<file path="src/inc/mac_pkg.sv">
// Shared constants for the motor algorithm configuration and fault map
package mac_pkg;

    // Bus geometry
    localparam int ADDR_W = 12;
    localparam int DATA_W = 32;

    // Register indices as printed; byte address is four times the index
    localparam logic [7:0] IDX_TUNING = 8'ha2;
    localparam logic [7:0] IDX_DRV_FAULT = 8'he0;
    localparam logic [7:0] IDX_CTL_FAULT = 8'he2;
    localparam logic [7:0] IDX_IRQ_STATUS = 8'hf0;
    localparam logic [7:0] IDX_IRQ_MASK = 8'hf1;
    localparam logic [ADDR_W-1:0] ADDR_TUNING = {2'h0, IDX_TUNING, 2'h0};
    localparam logic [ADDR_W-1:0] ADDR_DRV_FAULT = {2'h0, IDX_DRV_FAULT, 2'h0};
    localparam logic [ADDR_W-1:0] ADDR_CTL_FAULT = {2'h0, IDX_CTL_FAULT, 2'h0};
    localparam logic [ADDR_W-1:0] ADDR_IRQ_STATUS = {2'h0, IDX_IRQ_STATUS, 2'h0};
    localparam logic [ADDR_W-1:0] ADDR_IRQ_MASK = {2'h0, IDX_IRQ_MASK, 2'h0};

    // Reset values
    localparam logic [31:0] TUNING_RST = 32'h0000_0000;
    localparam logic [31:0] FAULT_RST = 32'h0000_0000;
    localparam logic [1:0] IRQ_RST = 2'h0;

    // Tuning word field positions
    localparam int SLOW_ACC_LSB = 6;
    localparam int SLOW_ACC_W = 4;
    localparam int BRAKE_RAMP_LSB = 3;
    localparam int BRAKE_RAMP_W = 3;
    localparam int PD_SEL_BIT = 2;
    localparam int BEMF_SEL_BIT = 1;
    localparam int FINE_PD_BIT = 0;

    // Driver fault word: bit 31 summarises the flags in bits 30..0
    localparam int DRV_SUMMARY_BIT = 31;
    localparam int DRV_FLAG_W = 31;

    // Interrupt status bits
    localparam int IRQ_DRV_BIT = 0;
    localparam int IRQ_CTL_BIT = 1;
    localparam int IRQ_W = 2;

    // Slow acceleration in units of 0.1 Hz/s, by code
    localparam logic [15:0] ACCEL_TBL [16] = '{
        16'h0001, 16'h000a, 16'h0014, 16'h001e, 16'h0032, 16'h0064, 16'h00c8, 16'h012c,
        16'h0190, 16'h01f4, 16'h03e8, 16'h07d0, 16'h1388, 16'h1d4c, 16'h2710, 16'h4e20};

    // Brake current ramp in A/s, by code; the top code means no limit
    localparam logic [12:0] BRAKE_TBL [8] = '{
        13'h000a, 13'h0032, 13'h0064, 13'h00fa, 13'h01f4, 13'h03e8, 13'h1388, 13'h0000};
    localparam logic [2:0] BRAKE_NO_LIMIT = 3'h7;

    // Back-EMF references used with normal-run settings, percent
    localparam logic [6:0] BEMF_CURR_PCT = 7'h50;
    localparam logic [6:0] BEMF_SPEED_PCT = 7'h32;

endpackage

</file>
<file path="src/rtl/mac_decode.sv">
// Decodes the tuning word into registered ramp values and parameter selections
`timescale 1ns/1ns
module mac_decode (
    // Clock and reset
    input wire logic pclk,
    input wire logic presetn,
    // Stored tuning word
    input wire logic [31:0] tuning,
    // Candidate settings from the rest of the controller
    input wire logic [1:0] pulse_current_threshold,
    input wire logic [1:0] pulse_repeat_count,
    input wire logic [1:0] measure_pulse_current_cap,
    input wire logic [1:0] measure_pulse_repeat_count,
    input wire logic [2:0] measure_openloop_slew,
    input wire logic [2:0] measure_openloop_current,
    input wire logic [1:0] measure_openloop_speed,
    // Decoded results
    output logic [15:0] slow_accel_rate,
    output logic [12:0] brake_ramp_rate,
    output logic brake_ramp_unlimited,
    output logic [1:0] pd_current_sel,
    output logic [1:0] pd_repeat_sel,
    output logic bemf_use_openloop_coeff,
    output logic [2:0] bemf_slew_code,
    output logic [2:0] bemf_current_code,
    output logic [6:0] bemf_current_pct,
    output logic [1:0] bemf_speed_code,
    output logic [6:0] bemf_speed_pct,
    output logic fine_position_detect_enable
);

    // Field extraction
    wire logic [3:0] closed_loop_slow_accel = tuning[mac_pkg::SLOW_ACC_LSB +: mac_pkg::SLOW_ACC_W];
    wire logic [2:0] brake_current_ramp =
        tuning[mac_pkg::BRAKE_RAMP_LSB +: mac_pkg::BRAKE_RAMP_W];
    wire logic position_detect_param_select = tuning[mac_pkg::PD_SEL_BIT];
    wire logic bemf_measure_param_select = tuning[mac_pkg::BEMF_SEL_BIT];

    // Source selection
    wire logic [15:0] accel_nxt = mac_pkg::ACCEL_TBL[closed_loop_slow_accel];
    wire logic [12:0] brake_nxt = mac_pkg::BRAKE_TBL[brake_current_ramp];
    wire logic unlim_nxt = (brake_current_ramp == mac_pkg::BRAKE_NO_LIMIT);
    wire logic [1:0] pd_cur_nxt = position_detect_param_select ?
        measure_pulse_current_cap : pulse_current_threshold;
    wire logic [1:0] pd_rep_nxt = position_detect_param_select ?
        measure_pulse_repeat_count : pulse_repeat_count;
    wire logic [6:0] bemf_cpct_nxt = bemf_measure_param_select ? 7'h00 :
        mac_pkg::BEMF_CURR_PCT;
    wire logic [6:0] bemf_spct_nxt = bemf_measure_param_select ? 7'h00 :
        mac_pkg::BEMF_SPEED_PCT;

    // Registered outputs
    always_ff @(posedge pclk or negedge presetn) begin
        if (!presetn) begin
            slow_accel_rate <= 16'h0000;
            brake_ramp_rate <= 13'h0000;
            brake_ramp_unlimited <= 1'b0;
            pd_current_sel <= 2'h0;
            pd_repeat_sel <= 2'h0;
            bemf_use_openloop_coeff <= 1'b0;
            bemf_slew_code <= 3'h0;
            bemf_current_code <= 3'h0;
            bemf_current_pct <= 7'h00;
            bemf_speed_code <= 2'h0;
            bemf_speed_pct <= 7'h00;
            fine_position_detect_enable <= 1'b0;
        end else begin
            slow_accel_rate <= accel_nxt;
            brake_ramp_rate <= brake_nxt;
            brake_ramp_unlimited <= unlim_nxt;
            pd_current_sel <= pd_cur_nxt;
            pd_repeat_sel <= pd_rep_nxt;
            bemf_use_openloop_coeff <= ~bemf_measure_param_select;
            bemf_slew_code <= bemf_measure_param_select ? measure_openloop_slew : 3'h0;
            bemf_current_code <= bemf_measure_param_select ? measure_openloop_current : 3'h0;
            bemf_current_pct <= bemf_cpct_nxt;
            bemf_speed_code <= bemf_measure_param_select ? measure_openloop_speed : 2'h0;
            bemf_speed_pct <= bemf_spct_nxt;
            fine_position_detect_enable <= tuning[mac_pkg::FINE_PD_BIT];
        end
    end

endmodule

</file>
<file path="src/rtl/mac_regs.sv">
// APB register bank: algorithm tuning word, fault status words, fault interrupt
//
// Contract
// Four-bit slow closed-loop acceleration code selects ramp
// Three-bit brake current ramp; top code unlimited
// Selector picks position-detect current and repeat source
// Selector picks back-EMF measurement references or defaults
// Lowest tuning bit enables fine position detection
// Software leaves unlisted fault offsets untouched
// Read-only driver fault word, zero after reset
// Read-only controller fault word, zero after reset
// Driver word top bit ORs its fault flags
// Parity and reserved tuning bits stored unchanged
//
// The APB register port was decided locally.
`timescale 1ns/1ns
module mac_regs (
    // Clock and reset
    input wire logic pclk,
    input wire logic presetn,
    // APB slave
    input wire logic psel,
    input wire logic penable,
    input wire logic pwrite,
    input wire logic [mac_pkg::ADDR_W-1:0] paddr,
    input wire logic [31:0] pwdata,
    input wire logic [3:0] pstrb,
    output logic [31:0] prdata,
    output logic pready,
    output logic pslverr,
    // Live fault flags from the power stage and the controller
    input wire logic [mac_pkg::DRV_FLAG_W-1:0] driver_fault_in,
    input wire logic [31:0] controller_fault_in,
    // Candidate settings from the rest of the controller
    input wire logic [1:0] pulse_current_threshold,
    input wire logic [1:0] pulse_repeat_count,
    input wire logic [1:0] measure_pulse_current_cap,
    input wire logic [1:0] measure_pulse_repeat_count,
    input wire logic [2:0] measure_openloop_slew,
    input wire logic [2:0] measure_openloop_current,
    input wire logic [1:0] measure_openloop_speed,
    // Decoded algorithm settings
    output logic [15:0] slow_accel_rate,
    output logic [12:0] brake_ramp_rate,
    output logic brake_ramp_unlimited,
    output logic [1:0] pd_current_sel,
    output logic [1:0] pd_repeat_sel,
    output logic bemf_use_openloop_coeff,
    output logic [2:0] bemf_slew_code,
    output logic [2:0] bemf_current_code,
    output logic [6:0] bemf_current_pct,
    output logic [1:0] bemf_speed_code,
    output logic [6:0] bemf_speed_pct,
    output logic fine_position_detect_enable,
    // Interrupt
    output logic fault_irq
);

    // Byte-lane merge used by every writable register
    function automatic logic [31:0] merge_lanes(input logic [31:0] old_v,
                                                input logic [31:0] new_v,
                                                input logic [3:0] strb);
        logic [31:0] res;
        res = old_v;
        for (int i = 0; i < 4; i++) begin
            if (strb[i]) begin
                res[i*8 +: 8] = new_v[i*8 +: 8];
            end
        end
        return res;
    endfunction

    // Storage
    logic [31:0] algorithm_tuning_two_r;
    logic [31:0] driver_fault_flags_r;
    logic [31:0] controller_fault_flags_r;
    logic [mac_pkg::IRQ_W-1:0] irq_status_r;
    logic [mac_pkg::IRQ_W-1:0] irq_mask_r;
    logic [31:0] prdata_r;
    logic pready_r;
    logic pslverr_r;
    logic fault_irq_r;

    // Address decode
    wire logic hit_tuning = (paddr == mac_pkg::ADDR_TUNING);
    wire logic hit_drv = (paddr == mac_pkg::ADDR_DRV_FAULT);
    wire logic hit_ctl = (paddr == mac_pkg::ADDR_CTL_FAULT);
    wire logic hit_irq_st = (paddr == mac_pkg::ADDR_IRQ_STATUS);
    wire logic hit_irq_mk = (paddr == mac_pkg::ADDR_IRQ_MASK);
    wire logic hit_any = hit_tuning | hit_drv | hit_ctl | hit_irq_st | hit_irq_mk;
    // Fault words are read-only; a write there is refused with an error
    wire logic bad_access = ~hit_any | (pwrite & (hit_drv | hit_ctl));

    // Phase decode: setup cycle, and the access edge that completes a transfer
    wire logic setup_phase = psel & ~penable;
    wire logic access_done = psel & penable & pready_r;
    wire logic wr_done = access_done & pwrite & ~pslverr_r;
    wire logic wr_tuning = wr_done & hit_tuning;
    wire logic wr_irq_st = wr_done & hit_irq_st;
    wire logic wr_irq_mk = wr_done & hit_irq_mk;

    // Fault word composition
    wire logic drv_summary = |driver_fault_in;
    wire logic [31:0] drv_word_nxt = {drv_summary, driver_fault_in};
    wire logic [31:0] ctl_word_nxt = controller_fault_in;

    // Events: a fault word goes from clear to non-zero
    wire logic drv_event = (drv_word_nxt != 32'h0000_0000) &
        (driver_fault_flags_r == 32'h0000_0000);
    wire logic ctl_event = (ctl_word_nxt != 32'h0000_0000) &
        (controller_fault_flags_r == 32'h0000_0000);
    wire logic [mac_pkg::IRQ_W-1:0] irq_set = {ctl_event, drv_event};
    // Lane-merged write data for the clear and mask registers
    wire logic [31:0] clr_lanes = merge_lanes(32'h0000_0000, pwdata, pstrb);
    wire logic [31:0] mask_lanes =
        merge_lanes({{(32-mac_pkg::IRQ_W){1'b0}}, irq_mask_r}, pwdata, pstrb);
    wire logic [mac_pkg::IRQ_W-1:0] irq_clr = wr_irq_st ?
        clr_lanes[mac_pkg::IRQ_W-1:0] : {mac_pkg::IRQ_W{1'b0}};
    // Set wins over a clear in the same cycle
    wire logic [mac_pkg::IRQ_W-1:0] irq_status_nxt = (irq_status_r & ~irq_clr) | irq_set;
    wire logic [mac_pkg::IRQ_W-1:0] irq_mask_nxt = wr_irq_mk ?
        mask_lanes[mac_pkg::IRQ_W-1:0] : irq_mask_r;

    // Tuning word: every bit, parity and reserved included, kept as written
    wire logic [31:0] tuning_nxt = wr_tuning ?
        merge_lanes(algorithm_tuning_two_r, pwdata, pstrb) :
        algorithm_tuning_two_r;

    // Read mux; unmapped locations read as zero
    wire logic [31:0] rd_mux =
        ({32{hit_tuning}} & algorithm_tuning_two_r) |
        ({32{hit_drv}} & driver_fault_flags_r) |
        ({32{hit_ctl}} & controller_fault_flags_r) |
        ({32{hit_irq_st}} & {{(32-mac_pkg::IRQ_W){1'b0}}, irq_status_r}) |
        ({32{hit_irq_mk}} & {{(32-mac_pkg::IRQ_W){1'b0}}, irq_mask_r});

    // Bus response: ready in the first access cycle, data latched at setup
    always_ff @(posedge pclk or negedge presetn) begin
        if (!presetn) begin
            pready_r <= 1'b0;
            pslverr_r <= 1'b0;
            prdata_r <= 32'h0000_0000;
        end else begin
            pready_r <= setup_phase;
            pslverr_r <= setup_phase & bad_access;
            prdata_r <= (setup_phase & ~pwrite) ? rd_mux : 32'h0000_0000;
        end
    end

    // Tuning register
    always_ff @(posedge pclk or negedge presetn) begin
        if (!presetn) begin
            algorithm_tuning_two_r <= mac_pkg::TUNING_RST;
        end else begin
            algorithm_tuning_two_r <= tuning_nxt;
        end
    end

    // Volatile fault words follow the live flags
    always_ff @(posedge pclk or negedge presetn) begin
        if (!presetn) begin
            driver_fault_flags_r <= mac_pkg::FAULT_RST;
            controller_fault_flags_r <= mac_pkg::FAULT_RST;
        end else begin
            driver_fault_flags_r <= drv_word_nxt;
            controller_fault_flags_r <= ctl_word_nxt;
        end
    end

    // Interrupt status, mask and output
    always_ff @(posedge pclk or negedge presetn) begin
        if (!presetn) begin
            irq_status_r <= mac_pkg::IRQ_RST;
            irq_mask_r <= mac_pkg::IRQ_RST;
            fault_irq_r <= 1'b0;
        end else begin
            irq_status_r <= irq_status_nxt;
            irq_mask_r <= irq_mask_nxt;
            fault_irq_r <= |(irq_status_nxt & irq_mask_nxt);
        end
    end

    // Bus outputs
    assign prdata = prdata_r;
    assign pready = pready_r;
    assign pslverr = pslverr_r;
    assign fault_irq = fault_irq_r;

    // Field decode and parameter selection
    mac_decode u_decode (
        .pclk(pclk),
        .presetn(presetn),
        .tuning(algorithm_tuning_two_r),
        .pulse_current_threshold(pulse_current_threshold),
        .pulse_repeat_count(pulse_repeat_count),
        .measure_pulse_current_cap(measure_pulse_current_cap),
        .measure_pulse_repeat_count(measure_pulse_repeat_count),
        .measure_openloop_slew(measure_openloop_slew),
        .measure_openloop_current(measure_openloop_current),
        .measure_openloop_speed(measure_openloop_speed),
        .slow_accel_rate(slow_accel_rate),
        .brake_ramp_rate(brake_ramp_rate),
        .brake_ramp_unlimited(brake_ramp_unlimited),
        .pd_current_sel(pd_current_sel),
        .pd_repeat_sel(pd_repeat_sel),
        .bemf_use_openloop_coeff(bemf_use_openloop_coeff),
        .bemf_slew_code(bemf_slew_code),
        .bemf_current_code(bemf_current_code),
        .bemf_current_pct(bemf_current_pct),
        .bemf_speed_code(bemf_speed_code),
        .bemf_speed_pct(bemf_speed_pct),
        .fine_position_detect_enable(fine_position_detect_enable)
    );

endmodule

</file>
<file path="config.mk">
export PLATFORM = sky130hd
export DESIGN_NAME = mac_regs
export DESIGN_NICKNAME = d
export VERILOG_FILES = /design/src/inc/mac_pkg.sv /design/src/rtl/mac_decode.sv /design/src/rtl/mac_regs.sv
export SDC_FILE = /design/constraint.sdc
export NUM_CORES = 1
export LEC_CHECK = 0
export BUFFER_PORTS_ARGS = -buffer_cell sky130_fd_sc_hd__buf_4
export CAP_MARGIN = 20
export CORE_MARGIN = 5
export CORE_UTILIZATION = 50
export CTS_CLUSTER_SIZE = 28
export DETAILED_ROUTE_END_ITERATION = 12
export GPL_TIMING_DRIVEN = 0
export PLACE_DENSITY = 0.8
export SLEW_MARGIN = 20
export SYNTH_ARGS = -nofsm -noshare
export SYNTH_HDL_FRONTEND = slang
export SYNTH_HIERARCHICAL = 1
export SYNTH_SLANG_ARGS = --single-unit
</file>
<file path="constraint.sdc">
create_clock -name pclk -period 2.4 [get_ports pclk]
set_input_delay 0.12 -clock pclk [delete_from_list [all_inputs] [get_ports pclk]]
set_output_delay 0.12 -clock pclk [all_outputs]
set_load 0.005 [all_outputs]
</file>
# [Yosys cells after proc, flatten, opt, wreduce, memory -nomap -nowiden]
# Memory sizes are Yosys's and may differ from the RTL's. A register that Yosys moved wholly into a read port is not among the register bits.
# Index checks and enable logic that the tools add are counted.
[totals] mem_count=2 register_bits=164 output_inout_bits=93 input_bits=132 wordCells=93 romBits=360
[op_classes] reduce_logical=12 bitwise=39 eq_ne=6 mux=12
[memory_table] name="(no name shown)" depth=16 width=16 rd=1 rd_ports_with_merged_regs=1 write_ports=0 line="mac_decode.sv:40" rtl="wire logic [15:0] accel_nxt = mac_pkg::ACCEL_TBL[closed_loop_slow_accel];"
[memory_table] name="(no name shown)" depth=8 width=13 rd=1 rd_ports_with_merged_regs=1 write_ports=0 line="mac_decode.sv:41" rtl="wire logic [12:0] brake_nxt = mac_pkg::BRAKE_TBL[brake_current_ramp];"
[op_table] op="$or A32 B32 Y32" n=4
[op_table] op="$and A32 B32 Y32" n=3
[op_table] op="$and A32 B2 Y32" n=2
[op_table] op="$logic_not A32 Y1" n=2
[op_table] op="$reduce_bool A32 Y1" n=2
[op_table] op="$eq A12 B10 Y1 const B" n=5
[op_table] op="$mux W32" n=1
[op_table] op="$reduce_or A31 Y1" n=1
[op_table] op="$mux W2" n=7
[op_table] op="$and A1 B1 Y1" n=13
[op_table] op="$reduce_and A2 Y1" n=4
[op_table] op="$mux W7" n=1
[op_table] op="$mux W3" n=2
[op_table] op="$mux W6" n=1
[op_table] op="$or A1 B1 Y1" n=6
[op_table] op="$not A1 Y1" n=5
[op_table] op="$not A4 Y5" n=1
[op_table] op="$and A2 B2 Y2" n=2
[op_table] op="$not A3 Y4" n=1
[op_table] op="$eq A3 B3 Y1 const B" n=1
[op_table] op="$logic_not A1 Y1" n=2
[op_table] op="$not A2 Y2" n=1
[op_table] op="$or A2 B2 Y2" n=1
[op_table] op="$reduce_or A2 Y1" n=1

# [Logic depth before layout (Yosys ltp)]
[logic_depth] word_depth=11 depth_mapped=7

# [Hierarchy]
# Netlist, hierarchy kept.
[modules_own_cells] module="mac_regs" n_inst=1 seq_area_each_um2=3378.2 cells_per_inst=327 area_each_um2=4800.9
[modules_own_cells] module="mac_decode" n_inst=1 seq_area_each_um2=1001.0 cells_per_inst=143 area_each_um2=1732.9

# [Worst setup path before layout]
# No wires, ideal clock.
[synth_timing] path_kind="register -> register" start="register pready_r (netlist: pready)" end="register fault_irq_r (netlist: fault_irq)" path_stages_with_launch=6 setup_slack_ns=0.488 arrival_time_ns=1.791 path_buffers=0 required_ns=2.279 period_less_slack_ns=1.912 path_cell_list="dfrtp_1 nand4_1 or3b_2 nor3_1 mux2_2 a22o_1"
[synth_between] elab_cells_between_ends=12 cone_classes="mux: 2; bitwise: 9; reduce/logical: 1"
[synth_lines] element="from (decl)" line="mac_regs.sv:80" rtl="logic pready_r;"
[synth_lines] element="from (signal assigned)" line="mac_regs.sv:144" rtl="pready_r <= setup_phase;"
[synth_lines] element="$and A1 B1 Y1" line="mac_regs.sv:96" rtl="wire logic access_done = psel & penable & pready_r;"
[synth_lines] element="$and A1 B1 Y1 (2 in series)" line="mac_regs.sv:97" rtl="wire logic wr_done = access_done & pwrite & ~pslverr_r;"
[synth_lines] element="$and A1 B1 Y1" line="mac_regs.sv:100" rtl="wire logic wr_irq_mk = wr_done & hit_irq_mk;"
[synth_lines] element="$mux W2" line="mac_regs.sv:121" rtl="wire logic [mac_pkg::IRQ_W-1:0] irq_mask_nxt = wr_irq_mk ?"
[synth_lines] element="named net irq_mask_nxt, one bit" line="mac_regs.sv:121"
[synth_lines] element="$and A2 B2 Y2" line="mac_regs.sv:179" rtl="fault_irq_r <= |(irq_status_nxt & irq_mask_nxt);"
[synth_lines] element="$reduce_or A2 Y1" line="mac_regs.sv:179"
[synth_lines] element="to (signal assigned)" line="mac_regs.sv:179"
[synth_lines] element="to (decl)" line="mac_regs.sv:82" rtl="logic fault_irq_r;"
# The timed path passes the listed nets, and every way through them passes these cells.
# A chain may end at the register's enable or synchronous reset.

# [Final worst setup path]
# Ends and elaborated chain as after synthesis.

==> flow_metrics.env <==
export IMPL_outcome="finished, final reports clean"
export IMPL_h_tree_depth=4
export IMPL_die_area_mm2=0.0155
export IMPL_overflow=0
export IMPL_fin_tns_setup_ns=0
export IMPL_rsz0062_at_grt="no"
export IMPL_synth_main_ff_cell="dfrtp_1"
export IMPL_start_kind="flip-flop"
export IMPL_start_util=0.514
export IMPL_worstPathRequired_ns=2.71
export IMPL_synth_edff_count=0
export IMPL_final_cell_mix="buf_4, dfrtp_1, dlygate4sd3_1"
export IMPL_grt_start_max_net_pins=100
export IMPL_firstDrtPassIters=9
export IMPL_core_area_mm2=0.0127
export IMPL_grtUsageTotal=0.267
export IMPL_max_freq_ghz=0.482
export IMPL_cts_sinks=175
export IMPL_p_leak_uw=0.00489
export IMPL_syn_area_per_cell_um2=13.9
export IMPL_cts_root_buf="clkbuf_16"
export IMPL_holdWs_ns=0.114
export IMPL_nFillCells=744
export IMPL_period_needed_ns=2.08
export IMPL_drv_slew=0
export IMPL_vias=5467
export IMPL_crit_fanout=3
export IMPL_crit_path_end_kind="flip-flop"
export IMPL_antenna_left=0
export IMPL_synthCells=470
export IMPL_drv_cap=0
export IMPL_clk_pin_slew_ns=0.06
export IMPL_place_congestion=0.875
export IMPL_area_delta_synth_final_pct=55.3
export IMPL_post_route_cells_drive_above_1_share=0.374
export IMPL_hold_path_class="primary input to flip-flop"
export IMPL_slowest_stage="or3b_2"
export IMPL_ys_ff_latch=175
export IMPL_worstSkewPairLatency_ns=0.43
export IMPL_yosysTopAreaCellShare=0.670
export IMPL_crit_type="flip-flop to flip-flop"
export IMPL_wl_um=20400
export IMPL_slowest_delay_ns=0.54
export IMPL_cts_resized=0
export IMPL_antenna_found_initial=2
export IMPL_fp_dieW_um=124
export IMPL_cts_tree="yes"
export IMPL_relSlewSlack=0.544
export IMPL_seq_area_frac_synth=0.670
export IMPL_io_pins=225
export IMPL_numCtsBuffers=17
export IMPL_grt_pass1_vias=5922
export IMPL_synth_async_sr_flop_share=1.00
export IMPL_viasPerCell=5.40
export IMPL_synth_cell_type_count=44
export IMPL_yosysWarnings=6
export IMPL_ys_top_cells_by_area="dfrtp_1, mux2_2, a222oi_1"
export IMPL_grt_pass1_wl_um=32200
export IMPL_setup_viol=0
export IMPL_post_cts_buffers=0
export IMPL_cp_arrival_ns=2.39
export IMPL_crit_family="simple AND/OR/NAND/NOR gates"
export IMPL_crit_chain="nand4_1 -> or3b_2 -> nor3_1 -> mux2_2 -> a22o_1"
export IMPL_syn_area_mm2=0.00653
export IMPL_clock_skew_ns=0.00678
export IMPL_cts_buffer_depth=2
export IMPL_vdd_ir_drop_max_mv=0.456
export IMPL_final_nets=970
export IMPL_numPortBuffers=210
export IMPL_worst_path_buf_inv=0
export IMPL_tightest_slew_ns=0.685
export IMPL_final_common_cell="buf_4"
export IMPL_drtIter0Drc=555
export IMPL_drcViolationCount=0
export IMPL_yosys_area_top_type="dfrtp_1"
export IMPL_hold_viol=0
export IMPL_post_drt_wl_per_cell_um=20.2
export IMPL_p_per_area_mw_per_mm2=623
export IMPL_rows=41
export IMPL_min_period_over_period=0.865
export IMPL_hpwl_um=13700
export IMPL_cts_hold_buf=114
export IMPL_die_h_um=124
## worst paths after layout
kind | from | to | slack [ns] | cells past startpoint
min in group asynchronous | presetn | u_decode/slow_accel_rate[1]$_DFF_PN0_ | 0.32 | 2
worst max-delay path | pready$_DFF_PN0_ | fault_irq$_DFF_PN0_ | 0.32 | 5
max in group asynchronous | presetn | algorithm_tuning_two_r[25]$_DFFE_PN0P_ | 1.27 | 3
worst min register to register | algorithm_tuning_two_r[0]$_DFFE_PN0P_ | u_decode/fine_position_detect_enable$_DFF_PN0_ | 0.43 | 0
worst max register to register | pready$_DFF_PN0_ | fault_irq$_DFF_PN0_ | 0.32 | 5
worst min-delay path | pwrite | prdata[1]$_DFF_PN0_ | 0.11 | 3
## flip-flops by register name, summed over array words and instances, names as in the netlist
register	cells
u_decode/bemf_speed_code	2
u_decode/bemf_current_code	3
u_decode/brake_ramp_rate	10
irq_status_r	2
pslverr	1
algorithm_tuning_two_r	32
driver_fault_flags_r	32
prdata	32
u_decode/bemf_slew_code	3
u_decode/pd_repeat_sel	2
u_decode/slow_accel_rate	15
u_decode/brake_ramp_unlimited	1
pready	1
u_decode/pd_current_sel	2
irq_mask_r	2
u_decode/bemf_current_pct	1
u_decode/fine_position_detect_enable	1
controller_fault_flags_r	32
fault_irq	1
## routing by layer
metal	track usage	share of wire	vias to the layer above
li1	-	-	2413
met4	0.106	0.031	0
met5	0	0	-
met1	0.306	0.36	2701
met2	0.474	0.53	306
met3	0.0733	0.082	47
## tightest hold or removal path, stage by stage
cell      delay [ns]
buf_4           0.09
nand2b_1        0.21
a21oi_1         0.07
## kinds of logic (layout without fill, tap and decap cells)
group	after synthesis	count (layout)	synth area share
adders and majority gates	12	12	0.0230
buffers and inverters	49	405	0.0416
AOI/OAI and AO/OA	58	58	0.0733
muxes	43	43	0.0737
xor gates and xnor gates	3	3	0.00402
DFF	175	175	0.670
and+or+nand+nor	129	129	0.114
other	1	15	0.000574
## metrics by stage
step                      setup WS [ns]  std cells   util  cell area (um2)  power (uW)
after detailed placement          0.172        865  0.661             8410        3430
after CTS                         0.335       1010  0.797            10100        6340
after global routing              0.195       1012  0.798            10100        6540
after global placement            0.221        864  0.658             8370        3410
after floorplan                   0.488        482      -             6580        3140
final                             0.324       1012  0.798            10100        6320
## where the power goes
group	internal [uW]	total [uW]	switching, uW
registers	3010	3050	41.5
clock network	1690	2780	1090
logic	299	490	191
total	5000	6320	1330
## area by class of cell
| type | count | area, um2 | share of cell area |
|---|---|---|---|
| Antenna cell | 2 | 5.00 | 0.000493 |
| Buffer | 38 | 230 | 0.0227 |
| Clock buffer | 22 | 464 | 0.0457 |
| Clock inverter | 9 | 134 | 0.0132 |
| Inverter | 11 | 41.3 | 0.00407 |
| Multi-Input combinational cell | 258 | 1930 | 0.190 |
| Sequential cell | 175 | 4380 | 0.431 |
| Tap cell | 172 | 215 | 0.0212 |
| Timing Repair Buffer | 325 | 2750 | 0.271 |
## cells in the mapped netlist (all sizes together), types with 2 or more instances
library cell / instances
ha: 12
clkbuf: 13
nor2b: 5
nor4: 33
a21oi: 12
nand2: 13
and3: 4
nor2: 37
o31ai: 2
dfrtp: 175
inv: 11
and2: 11
mux2: 41
buf: 25
o21ai: 6
mux2i: 2
nor3b: 4
xnor2: 2
nand2b: 3
o41ai: 2
a222oi: 32
nand4: 10
nor3: 3
Power figures use the tool's default switching activity.
